$ cat src/spc_pkg.sv
// Package with register map, field layout and reset values of the output and index configuration bank
package spc_pkg;

    // ------------------------------------------------------------
    // Register offsets
    // ------------------------------------------------------------
    localparam logic [7:0] ADR_AB_OUTPUT_GAIN_CTRL   = 8'h01;
    localparam logic [7:0] ADR_INDEX_PATH_CTRL       = 8'h02;
    localparam logic [7:0] ADR_INPUT_CHECK_CTRL      = 8'h03;
    localparam logic [7:0] ADR_FILTER_POWERDOWN_CTRL = 8'h04;
    localparam logic [7:0] ADR_INDEX_GAIN_OFFSET     = 8'h06;
    localparam logic [7:0] ADR_INDEX_GAIN_LOW        = 8'h07;

    // ------------------------------------------------------------
    // Field positions
    // ------------------------------------------------------------
    localparam int POS_AB_OUT_GAIN      = 6;
    localparam int POS_INDEX_INVERT     = 0;
    localparam int POS_INDEX_SINGLE     = 1;
    localparam int POS_INDEX_CMP_SKIP   = 2;
    localparam int POS_INDEX_LEVEL_MODE = 3;
    localparam int POS_INDEX_OUT_GAIN   = 4;
    localparam int POS_INDEX_CHECK_EN   = 1;
    localparam int POS_CHAN_A_PD        = 0;
    localparam int POS_CHAN_B_PD        = 1;
    localparam int POS_INDEX_PD         = 2;
    localparam int POS_FILTER           = 3;
    localparam int POS_INDEX_OFFSET     = 0;
    localparam int POS_INDEX_GAIN_MSB   = 7;
    localparam int POS_INDEX_GAIN_LOW   = 0;

    // ------------------------------------------------------------
    // Reset values and codes
    // ------------------------------------------------------------
    localparam logic [7:0] RST_REG        = 8'h00;
    localparam logic [1:0] GAIN_CODE_6DB  = 2'h2;
    localparam logic [1:0] GAIN_CODE_RSVD = 2'h1;
    localparam logic [1:0] FILT_CODE_RSVD = 2'h3;
    localparam logic [2:0] IDX_GAIN_MAX   = 3'h6;
    localparam logic [5:0] IDX_OFS_NEG    = 6'h20;

    typedef enum logic [1:0] {SPC_GAIN_0DB, SPC_GAIN_RSVD, SPC_GAIN_P6DB, SPC_GAIN_M3DB} spc_gain_e;

endpackage

$ cat src/spc_reg_if.sv
// Interface carrying register write strobe, write data, read index and read data between bank and storage
`timescale 1ns/1ps
interface spc_reg_if;
    logic       wr_en;
    logic [2:0] wr_idx;
    logic [7:0] wr_data;
    logic [2:0] rd_idx;
    logic [7:0] rd_data;

    modport bank (output wr_en, output wr_idx, output wr_data, output rd_idx, input rd_data);
    modport store (input wr_en, input wr_idx, input wr_data, input rd_idx, output rd_data);
endinterface

$ cat src/spc_reg_mem.sv
// Small register storage with registered read data
`timescale 1ns/1ps
module spc_reg_mem
    import spc_pkg::*;
(
    input  wire logic   clk_sys,
    input  wire logic   rst,
    input  wire logic   clk_en,
    spc_reg_if.store    bus,
    output logic [63:0] flat
);
    logic [7:0] mem      [8];
    logic [7:0] next_mem [8];
    logic [7:0] next_rd;

    // ------------------------------------------------------------
    // Next state
    // ------------------------------------------------------------
    always_comb begin
        next_mem = mem;
        next_rd  = mem[bus.rd_idx];
        if (bus.wr_en) begin
            next_mem[bus.wr_idx] = bus.wr_data;
        end
    end

    // ------------------------------------------------------------
    // Storage
    // ------------------------------------------------------------
    always_ff @(posedge clk_sys or posedge rst) begin
        if (rst) begin
            for (int i = 0; i < 8; i++) begin
                mem[i] <= RST_REG;
            end
            bus.rd_data <= RST_REG;
        end else if (clk_en) begin
            mem         <= next_mem;
            bus.rd_data <= next_rd;
        end
    end

    always_comb begin
        for (int i = 0; i < 8; i++) begin
            flat[i*8 +: 8] = mem[i];
        end
    end
endmodule

$ cat src/spc_config_bank.sv
// Output driver and index channel configuration register bank
`timescale 1ns/1ps
// Behaviour
// RL1 - A/B output gain at 0x01[7:6]: 0 dB, reserved, +6 dB, -3 dB; reset 0
// RL2 - A/B output gain code is passed to automatic gain compensation
// RL3 - Filter at 0x04[4:3]: 1 MHz, 500 kHz, 200 kHz, reserved; reset 0
// RL4 - 0x04 bits 0 and 1 power down channels A and B, outputs high impedance
// RL5 - Software should stop dynamic adaption while A or B is powered down
// RL6 - Index coarse gain is code times 6 dB, legal up to code 6
// RL7 - Index gain MSB from 0x06 bit 7, low bits from 0x07 bits 1:0
// RL8 - Index offset 0x06[5:0] two's complement, limited to -31..+31, 60 mV per step
// RL9 - Index offset is adjusted by temperature compensation from a look-up table
// RL10 - 0x02 bit 1 ties the negative index input to mid-supply reference
// RL11 - 0x02 bit 3 selects rail-to-rail, only valid with index output gain 0x2
// RL12 - 0x02 bit 2 bypasses the index zero-crossing comparator
// RL13 - Index output gain at 0x02[5:4]: 0 dB, reserved, +6 dB, -3 dB
// RL14 - 0x03 bit 1 connects index pull-ups and enables index error reporting
// RL15 - 0x04 bit 2 powers down the index path, outputs high impedance
// RL16 - 0x02 bit 0 inverts the index output
// RL17 - With checking on, a floating index input raises the sensor error; the code raises it only while 0x04 bit 2 leaves the index path powered up
// RL18 - All fields clear to zero on reset and drive decoded controls continuously
module spc_config_bank
    import spc_pkg::*;
(
    input  wire logic       clk_sys,
    input  wire logic       rst,
    input  wire logic       clk_en,
    input  wire logic       reg_wr,
    input  wire logic       reg_rd,
    input  wire logic [7:0] reg_addr,
    input  wire logic [7:0] reg_wdata,
    output logic      [7:0] reg_rdata,
    output logic            reg_rvalid,
    input  wire logic signed [5:0] temp_offset_adj,
    input  wire logic       index_input_floating,
    output logic      [1:0] ab_out_gain_sel,
    output logic      [1:0] agc_out_gain_code,
    output logic            ab_out_gain_reserved,
    output logic      [1:0] filter_sel,
    output logic            filter_reserved,
    output logic            chan_a_power_down,
    output logic            chan_b_power_down,
    output logic            chan_a_out_en,
    output logic            chan_b_out_en,
    output logic            index_invert,
    output logic            index_single_ended,
    output logic            index_neg_input_mid_ref,
    output logic            index_comparator_skip,
    output logic            index_out_level_mode,
    output logic            index_rail_to_rail,
    output logic      [1:0] index_out_gain_sel,
    output logic            index_out_gain_reserved,
    output logic            index_input_check_en,
    output logic            index_pullup_en,
    output logic            index_sig_error,
    output logic            index_power_down,
    output logic            index_out_en,
    output logic      [2:0] index_coarse_gain,
    output logic            index_gain_illegal,
    output logic signed [5:0] index_offset_code,
    output logic signed [5:0] index_offset_eff
);
    spc_reg_if  rbus ();
    logic [63:0] flat;
    logic [7:0] r01, r02, r03, r04, r06, r07;
    logic       next_rvalid;
    logic       next_err;
    logic       rd_pend;
    logic       err_q;

    // ------------------------------------------------------------
    // Helpers
    // ------------------------------------------------------------
    function automatic logic adr_mapped(input logic [7:0] a);
        return (a == ADR_AB_OUTPUT_GAIN_CTRL) || (a == ADR_INDEX_PATH_CTRL)
            || (a == ADR_INPUT_CHECK_CTRL) || (a == ADR_FILTER_POWERDOWN_CTRL)
            || (a == ADR_INDEX_GAIN_OFFSET) || (a == ADR_INDEX_GAIN_LOW);
    endfunction

    function automatic logic signed [5:0] clamp31(input logic signed [6:0] v);
        if (v > 7'sd31) begin
            return 6'sd31;
        end else if (v < -7'sd31) begin
            return -6'sd31;
        end
        return v[5:0];
    endfunction

    // ------------------------------------------------------------
    // Register access
    // ------------------------------------------------------------
    assign rbus.wr_en   = clk_en & reg_wr & adr_mapped(reg_addr);
    assign rbus.wr_idx  = reg_addr[2:0];
    assign rbus.wr_data = reg_wdata;
    // Unmapped reads land on slot 0, which no write ever reaches
    assign rbus.rd_idx  = adr_mapped(reg_addr) ? reg_addr[2:0] : 3'h0;

    spc_reg_mem u_mem (
        .clk_sys (clk_sys),
        .rst     (rst),
        .clk_en  (clk_en),
        .bus     (rbus),
        .flat    (flat)
    );

    assign r01 = flat[8*1 +: 8];
    assign r02 = flat[8*2 +: 8];
    assign r03 = flat[8*3 +: 8];
    assign r04 = flat[8*4 +: 8];
    assign r06 = flat[8*6 +: 8];
    assign r07 = flat[8*7 +: 8];

    always_comb begin
        next_rvalid    = reg_rd & ~reg_wr;
        next_err       = index_input_check_en & index_input_floating & ~index_power_down; // see RL17
    end

    always_ff @(posedge clk_sys or posedge rst) begin
        if (rst) begin
            rd_pend     <= 1'b0;
            err_q       <= 1'b0;
        end else if (clk_en) begin
            rd_pend     <= next_rvalid;
            err_q       <= next_err;
        end
    end

    assign reg_rvalid = rd_pend;
    assign reg_rdata  = rbus.rd_data;

    // ------------------------------------------------------------
    // A/B output driver decode
    // ------------------------------------------------------------
    assign ab_out_gain_sel      = r01[POS_AB_OUT_GAIN +: 2];                // see RL1
    assign ab_out_gain_reserved = (ab_out_gain_sel == GAIN_CODE_RSVD);      // see RL1
    assign agc_out_gain_code    = ab_out_gain_sel;                          // see RL2
    assign filter_sel           = r04[POS_FILTER +: 2];                     // see RL3
    assign filter_reserved      = (filter_sel == FILT_CODE_RSVD);           // see RL3
    assign chan_a_power_down    = r04[POS_CHAN_A_PD];                       // see RL4
    assign chan_b_power_down    = r04[POS_CHAN_B_PD];                       // see RL4
    assign chan_a_out_en        = ~chan_a_power_down;                       // see RL4
    assign chan_b_out_en        = ~chan_b_power_down;                       // see RL4

    // ------------------------------------------------------------
    // Index path decode
    // ------------------------------------------------------------
    assign index_invert            = r02[POS_INDEX_INVERT];                 // see RL16
    assign index_single_ended      = r02[POS_INDEX_SINGLE];                 // see RL10
    assign index_neg_input_mid_ref = index_single_ended;                    // see RL10
    assign index_comparator_skip   = r02[POS_INDEX_CMP_SKIP];               // see RL12
    assign index_out_level_mode    = r02[POS_INDEX_LEVEL_MODE];             // see RL11
    assign index_out_gain_sel      = r02[POS_INDEX_OUT_GAIN +: 2];          // see RL13
    assign index_out_gain_reserved = (index_out_gain_sel == GAIN_CODE_RSVD); // see RL13
    assign index_rail_to_rail      = index_out_level_mode & (index_out_gain_sel == GAIN_CODE_6DB); // see RL11
    assign index_input_check_en    = r03[POS_INDEX_CHECK_EN];               // see RL14
    assign index_pullup_en         = index_input_check_en;                  // see RL14
    assign index_sig_error         = err_q;                                 // see RL17
    assign index_power_down        = r04[POS_INDEX_PD];                     // see RL15
    assign index_out_en            = ~index_power_down;                     // see RL15
    assign index_coarse_gain       = {r06[POS_INDEX_GAIN_MSB], r07[POS_INDEX_GAIN_LOW +: 2]}; // see RL7
    assign index_gain_illegal      = (index_coarse_gain > IDX_GAIN_MAX);    // see RL6
    assign index_offset_code       = (r06[POS_INDEX_OFFSET +: 6] == IDX_OFS_NEG) ? -6'sd31
                                     : $signed(r06[POS_INDEX_OFFSET +: 6]); // see RL8
    assign index_offset_eff        = clamp31(7'(index_offset_code) + 7'(temp_offset_adj)); // see RL9

    // ------------------------------------------------------------
    // Checks
    // ------------------------------------------------------------
    a_reset_clears_fields: assert property (@(posedge clk_sys) $fell(rst) |-> // see RL18
        (r01 == 8'h00 && r02 == 8'h00 && r03 == 8'h00 && r04 == 8'h00 && r06 == 8'h00 && r07 == 8'h00
        && !index_sig_error)) else $error("fields not cleared by reset");
    a_ab_gain_write: assert property (@(posedge clk_sys) disable iff (rst) // see RL1
        (clk_en && reg_wr && reg_addr == 8'h01) |=> ab_out_gain_sel == $past(reg_wdata[7:6]))
        else $error("ab gain not stored");
    a_agc_gain_follow: assert property (@(posedge clk_sys) disable iff (rst) // see RL2
        agc_out_gain_code == r01[7:6]) else $error("agc gain code mismatch");
    a_filter_write: assert property (@(posedge clk_sys) disable iff (rst) // see RL3
        (clk_en && reg_wr && reg_addr == 8'h04) |=> filter_sel == $past(reg_wdata[4:3]))
        else $error("filter not stored");
    a_chan_pd_hiz: assert property (@(posedge clk_sys) disable iff (rst) // see RL4
        (clk_en && reg_wr && reg_addr == 8'h04 && reg_wdata[0]) |=> !chan_a_out_en)
        else $error("channel a still driven");
    a_index_gain_join: assert property (@(posedge clk_sys) disable iff (rst) // see RL7
        (clk_en && reg_wr && reg_addr == 8'h07) |=> index_coarse_gain[1:0] == $past(reg_wdata[1:0]))
        else $error("index gain low bits wrong");
    a_offset_range: assert property (@(posedge clk_sys) disable iff (rst) // see RL8
        index_offset_code != 6'sh20 && index_offset_eff != 6'sh20) else $error("offset out of range");
    a_rail_needs_gain: assert property (@(posedge clk_sys) disable iff (rst) // see RL11
        index_rail_to_rail |-> index_out_gain_sel == 2'h2) else $error("rail mode with wrong gain");
    a_index_pd_hiz: assert property (@(posedge clk_sys) disable iff (rst) // see RL15
        (clk_en && reg_wr && reg_addr == 8'h04) |=> index_out_en == !$past(reg_wdata[2]))
        else $error("index enable wrong");
    a_sig_error_cause: assert property (@(posedge clk_sys) disable iff (rst) // see RL17
        (clk_en && index_input_check_en && index_input_floating && !index_power_down) |=> index_sig_error)
        else $error("sensor error not raised");
    a_polarity_write: assert property (@(posedge clk_sys) disable iff (rst) // see RL16
        (clk_en && reg_wr && reg_addr == 8'h02) |=> index_invert == $past(reg_wdata[0])
        && index_comparator_skip == $past(reg_wdata[2]) && index_single_ended == $past(reg_wdata[1]))
        else $error("index control bits not stored"); // see RL10 RL12
    a_check_enable: assert property (@(posedge clk_sys) disable iff (rst) // see RL14
        (clk_en && !index_input_check_en) |=> !index_sig_error) else $error("error reported while disabled");
    a_index_gain_write: assert property (@(posedge clk_sys) disable iff (rst) // see RL13
        (clk_en && reg_wr && reg_addr == 8'h02) |=> index_out_gain_sel == $past(reg_wdata[5:4])
        && index_out_level_mode == $past(reg_wdata[3])) else $error("index output gain not stored");
    a_chan_b_pd: assert property (@(posedge clk_sys) disable iff (rst) // see RL4
        (clk_en && reg_wr && reg_addr == 8'h04) |=> chan_b_out_en == !$past(reg_wdata[1])
        && chan_a_out_en == !$past(reg_wdata[0])) else $error("channel enables wrong");
    a_pullup_write: assert property (@(posedge clk_sys) disable iff (rst) // see RL14
        (clk_en && reg_wr && reg_addr == 8'h03) |=> index_pullup_en == $past(reg_wdata[1]))
        else $error("index pull-up enable not stored");
    a_gain_msb_join: assert property (@(posedge clk_sys) disable iff (rst) // see RL7
        (clk_en && reg_wr && reg_addr == 8'h06) |=> index_coarse_gain[2] == $past(reg_wdata[7]))
        else $error("index gain msb wrong");
    a_gain_over_max: assert property (@(posedge clk_sys) disable iff (rst) // see RL6
        (clk_en && reg_wr && reg_addr == 8'h07 && reg_wdata[1:0] == 2'h3 && index_coarse_gain[2])
        |=> index_gain_illegal) else $error("gain code 7 not flagged");
    a_offset_write: assert property (@(posedge clk_sys) disable iff (rst) // see RL8
        (clk_en && reg_wr && reg_addr == 8'h06 && reg_wdata[5:0] != 6'h20)
        |=> index_offset_code == $signed($past(reg_wdata[5:0]))) else $error("index offset not stored");
    a_offset_no_adj: assert property (@(posedge clk_sys) disable iff (rst) // see RL9
        temp_offset_adj == 6'sh00 |-> index_offset_eff == index_offset_code) else $error("offset moved without adj");
    a_read_valid: assert property (@(posedge clk_sys) disable iff (rst) // see RL18
        (clk_en && reg_rd && !reg_wr) |=> reg_rvalid) else $error("read not answered");
endmodule

$ cat config.mk
export PLATFORM = sky130hd
export DESIGN_NAME = spc_config_bank
export DESIGN_NICKNAME = d
export VERILOG_FILES = /design/src/spc_pkg.sv /design/src/spc_reg_if.sv /design/src/spc_reg_mem.sv /design/src/spc_config_bank.sv
export SDC_FILE = /design/constraint.sdc
export NUM_CORES = 1
export LEC_CHECK = 0
export BUFFER_PORTS_ARGS = -buffer_cell sky130_fd_sc_hd__buf_2
export CAP_MARGIN = 40
export CORE_MARGIN = 8
export CORE_UTILIZATION = 40
export DETAILED_ROUTE_END_ITERATION = 10
export PLACE_DENSITY = 0.65
export SLEW_MARGIN = 20
export SYNTH_ARGS = -nofsm -noshare
export SYNTH_HDL_FRONTEND = slang
export SYNTH_SLANG_ARGS = --single-unit
$ cat constraint.sdc
create_clock -name clk_sys -period 8.8 [get_ports clk_sys]
set_input_delay 1.76 -clock clk_sys [delete_from_list [all_inputs] [get_ports clk_sys]]
set_output_delay 1.76 -clock clk_sys [all_outputs]
set_load 0.05 [all_outputs]
-- Word level (Yosys, flattened, before mapping)
Index checks and enable logic that the tools add are counted.
Widths: inputs -> output; s select.
- flip-flop bits (word level): 74
- bits of input ports: 28
- output and inout port bits: 51
- add/subtract/negate cells: 1
- order comparisons: 6
- eq/ne operators: 11
- multiplexer cells: 13
- bitwise operators: 12
- reductions and logical operators: 7
- operators with widths (operator ; number):
    $bwmux 64 ; 1
    $bmux 8 s3 ; 1
    $demux 8 s3 ; 1
    $eq 8x3->1 const B ; 3
    $mux 6 ; 4
    $mux 8 ; 3
    $eq 8x2->1 const B ; 2
    $eq 8x1->1 const B ; 1
    $ge 4x4->1 const B ; 2
    $not 3->4 ; 2
    $add 6x6->7 ; 1
    $gt 7x6->1 const B ; 1
    $lt 7x6->1 const B ; 1
    $and 1x1->1 ; 6
    $eq 6x6->1 const B ; 1
    $logic_or 1x1->1 ; 5
    $eq 2x1->1 const B ; 2
    $eq 2x2->1 const B ; 2
    $lt 4x1->1 const B ; 1
    $not 1->1 ; 4
    $gt 3x3->1 const B ; 1
    $mux 3 ; 1
    $mux 1 ; 2
    $reduce_and 2->1 ; 1
    $logic_and 1x1->1 ; 1

-- Logic depth before layout (Yosys ltp)
- depth in word-level cells: 11
- depth in mapped cells: 12

-- Hierarchy
Synthesis repeated with hierarchy kept, for this count alone.
- cells, all modules: 320
- area, all modules: 3995.1 µm²
- modules (own cells, without submodules) (module ; instances ; cells an instance ; area an instance (µm²) ; sequential area each (µm²)):
    spc_reg_mem ; 1 ; 237 ; 3378.2 ; 1801.7
    spc_config_bank ; 1 ; 83 ; 616.8 ; 50.0

-- Least setup slack after synthesis
Ideal clock, no wire load.
- kind: input port to output port
- from: in temp_offset_adj[0]
- to: out index_offset_eff[3]
- arrival time: 4.896 ns
- setup slack: 2.144 ns
- stages on the path: 9
- buffers on the path: 0
- path through: ha_1 inv_1 fa_1 or2b_1 a2111oi_1 o311a_1 a31oi_4 and2b_2 o311ai_1
- cells in the longest elaborated chain, start to end: 5
- elaborated cells on any way between the ends: 7
- those cells by class: add/sub: 1; order compare: 2; mux: 4
- RTL lines (element ; line ; text):
    from (decl) ; spc_config_bank.sv:34 ; input wire logic signed [5:0] temp_offset_adj,
    $add 6x6->7 (*) ; spc_config_bank.sv:164 ; assign index_offset_eff = clamp31(7'(index_offset_code) + 7'(temp_offset_adj));
    $lt 7x6->1 ; spc_config_bank.sv:83 ; end else if (v < -7'sd31) begin
    $mux 1 ; spc_config_bank.sv:83 ;
    $mux 1 ; spc_config_bank.sv:81 ; if (v > 7'sd31) begin
    $mux 6 (*) ; spc_config_bank.sv:86 ; return v[5:0];
    to (decl) ; spc_config_bank.sv:61 ; output logic signed [5:0] index_offset_eff
Mark *: on every way between the ends. The rest lies on a longest branch, timed or not.

-- Worst setup path in the final report
Same ends and word-level chain as after synthesis.

==> summary.txt <==
Run status
  • Status: complete, no violations

STA
  • Final period util: 70.9%
  • Period minus WS final: 6240 ps
  • Skew final: 5.53 ps
  • Worst slew pin tran: 830 ps
  • RSZ-0062 raised after global routing: false
  • Fmax: 0.160 GHz
  • Endpoints failing setup: 0
  • Final Hold Violating Endpoints: 0
  • Setup TNS: 0 ps
  • Slew HR: 44.6%
  • Slew Limit Fails: 0

Power
  • Pleak: 2.19 nW
  • Worst IR Drop VDD: 0.0887 mV
  • Sw Ratio: 29.7%
  • Clock power share: 37.6%
  • Switch Pwr: 0.203 mW
  • PwrDens: 155 nW/um^2
  • Internal power: 0.482 mW
  • Combinational power share: 16.4%
  • Flop pwr share: 46.0%

Synth
  • Async SR Flop Fraction: 100%
  • Post-Syn Area: 3850 sq um
  • Seq/Total Area, Yosys: 42.9%
  • Syn_area_per_cell: 10.4 sq um
  • YS warnings: 0
  • Synth Register Bits: 66
  • Synth Net Count: 406
  • Cells after Synth: 370
  • Prevailing post-synth register cell: dfrtp_1
  • EDFF count, synth: 0
  • Yosys cell types: 61

CTS
  • Cts hold-fix bufs: 0
  • Inserted Clock Buffers: 9
  • Clock latency on the worst-skew pair: 350 ps
  • Clock Tree Buf Depth: 2
  • Postcts setup bufs: 0
  • Clock Sinks: 66
  • Clock Pin Slew Worst Setup and Hold Paths: 70 ps
  • # H-tree levels: 3
  • Root Buffer: clkbuf_8
  • CTS tree: done
  • PostCTS Resize Cnt: 0

Worst setup path
  • Crit path capture type: primary output
  • Critical Path AT: 4480 ps
  • Reg2Reg Capture Point: u_mem.bus.rd_data[1]
  • Most common cell on crit path: buf_2
  • Slowest-stage cell, CP: fa_1
  • Setup slack, reg-to-reg: 7510 ps
  • CP Class: primary input to primary output
  • RR Startpoint: u_mem.flat[49]
  • Max stage delay on crit path: 590 ps
  • Worst Setup Start Kind: primary input
  • FF-to-FF path depth: 5
  • CP required: 7040 ps
  • CP cell instances: buf_2, ha_1, inv_1, fa_1, or2b_1, a2111oi_1, o311a_1, a31oi_4, and2b_2, o311ai_1, buf_2
  • Worst Path Max Fanout: 6

GRT
  • Vias in the first global route: 2949
  • Gr usage total: 14.7%
  • Pin count of the biggest net entering global routing: 67
  • First-pass GRT wire length: 15300 microns
  • GR Overflow Total: 0
  • Initial antenna violation count: 0

Placement
  • Port Buffers: 78
  • Dpl cell area: 4200 sq um
  • Cells after DPL: 541
  • Post-DP HPWL: 6820 microns
  • GPL Wtd Cong: 0.858

Route
  • Routed via count: 3025
  • Routed Antenna Nets: 0
  • DRT Pass-1 Iters: 4
  • Initial DRC Count: 124
  • Vias per inst: 5.42
  • Number of remaining DRC errors: 0
  • Wire per inst: 16.5 microns
  • DRT Wirelength: 9220 microns

Min path
  • Worst Min Path Start: u_mem.flat[0]
  • Hold depth: 0
  • HP Class: flip-flop to flip-flop
  • Hold path endpoint: u_mem.flat[0]

Flow run
  • Max_cap viols: 0

Cells and area
  • Share of layout cells above drive strength 1: 38.8%
  • Nets: 456
  • Commonest non-fill, non-tap cell in the layout: buf_2
  • Ant diodes: 0
  • Cell Count, Final, Fillers Out: 558
  • Most frequent cells in the layout: buf_2 (78), dfrtp_1 (66), mux2_2 (54)
  • Design area: 4430 sq um
  • Area growth syn-to-layout: 14.9%

Floorplanning
  • Full die area: 13000 sq um
  • Die Wd: 114 microns
  • Placement Rows: 36
  • CORE AREA: 9550 sq um
  • Starting Density: 40.3%
  • Die Y: 114 microns
  • I/O pin count: 79
power groups by stage:
| stage | logic, mW | clock network [mW] | registers, mW |
|---|---|---|---|
| floorplan | 0.0797 | 0 | 0.326 |
| global placement | 0.111 | 0 | 0.321 |
| detailed placement | 0.112 | 0 | 0.321 |
| CTS | 0.113 | 0.263 | 0.315 |
| global route | 0.123 | 0.278 | 0.316 |
| finish | 0.113 | 0.258 | 0.315 |
cells in the mapped netlist (all sizes together), types with 2 or more instances:
library cell	number	share of area, %
nand2b	2	0.32
xnor2	3	0.88
dfrtp	66	43
buf	17	3.2
a2111o	2	0.58
xor2	2	0.45
or4	2	0.39
nor3	5	1.2
ha	7	2.3
mux2i	3	0.78
o21a	9	1.8
nand3b	3	0.58
nor2b	4	0.65
o31ai	8	1.6
nand2	36	3.5
a21oi	26	3.5
nor4	4	1.0
a21o	2	0.39
a2111oi	2	0.97
o211ai	2	0.39
and2	3	0.49
inv	8	0.78
nor2	21	2.1
a211o	2	0.49
a221oi	8	1.8
a211oi	2	0.52
o21ai	22	2.9
mux2	54	16
nor4b	3	0.84
clkbuf	24	2.3
worst max-delay path by stage:
stage / start / to / slack, ps / cells after the start
6_report: temp_offset_adj[0] / index_offset_eff[3] / 2560 / 11
5_1_grt: temp_offset_adj[0] / index_offset_eff[3] / 2350 / 11
2_1_floorplan: temp_offset_adj[0] / index_offset_eff[3] / 2140 / 9
3_5_place_dp: temp_offset_adj[0] / index_offset_eff[3] / 2580 / 11
4_1_cts: temp_offset_adj[0] / index_offset_eff[3] / 2570 / 11
3_3_place_gp: temp_offset_adj[0] / index_offset_eff[3] / 2670 / 11
critical path: cells and delay by family:
kind | cells | cell delay [ps]
AO/OA/AOI/OAI | 4 | 920
adder cells (fa/ha/maj) | 2 | 790
AND/OR/NAND/NOR | 2 | 540
buffers and inverters | 3 | 460
metal layers:
layer	up-vias	share of wire, %	GRT usage [%]
met4	0	1.0	3.99
met3	9	7.1	4.06
met5	-	0	0
li1	1434	-	-
met1	1486	47	20.1
met2	96	45	22.2
registers in the layout, summed over array words and instances, names as in the netlist:
signal and flops:
u_mem.flat 56, u_mem.bus.rd_data 8, index_sig_error 1, reg_rvalid 1
cell families (layout without fill, tap and decap cells):
logic type,after synthesis,count (layout),synth area share (%)
adders and majority gates,8,8,2.79
muxes,57,57,16.6
xor gates and xnor gates,5,5,1.33
buffers and inverters,50,105,6.40
DFF,66,66,42.9
AOI/OAI and AO/OA,94,94,17.4
and+or+nand+nor,90,90,12.6
stage by stage:
stage	util (%)	hold WS (ps)	setup slack [ps]	total power, mW
after floorplan	-	450	2140	0.406
after global placement	44.0	387	2670	0.432
after detailed placement	44.0	392	2580	0.434
after CTS	46.1	409	2570	0.691
after global routing	46.4	418	2350	0.717
final	46.4	406	2560	0.686
final cells by class:
cell class | instances | area [sq um]
clock buffers | 10 | 138
clock inverters | 6 | 66.3
fillers | 949 | 5120
inverters | 9 | 33.8
multi-input cells | 254 | 1950
flip-flops and latches | 66 | 1650
well taps | 133 | 166
repair buffers | 80 | 418
No activity file was read; power rests on OpenSTA's default activity.
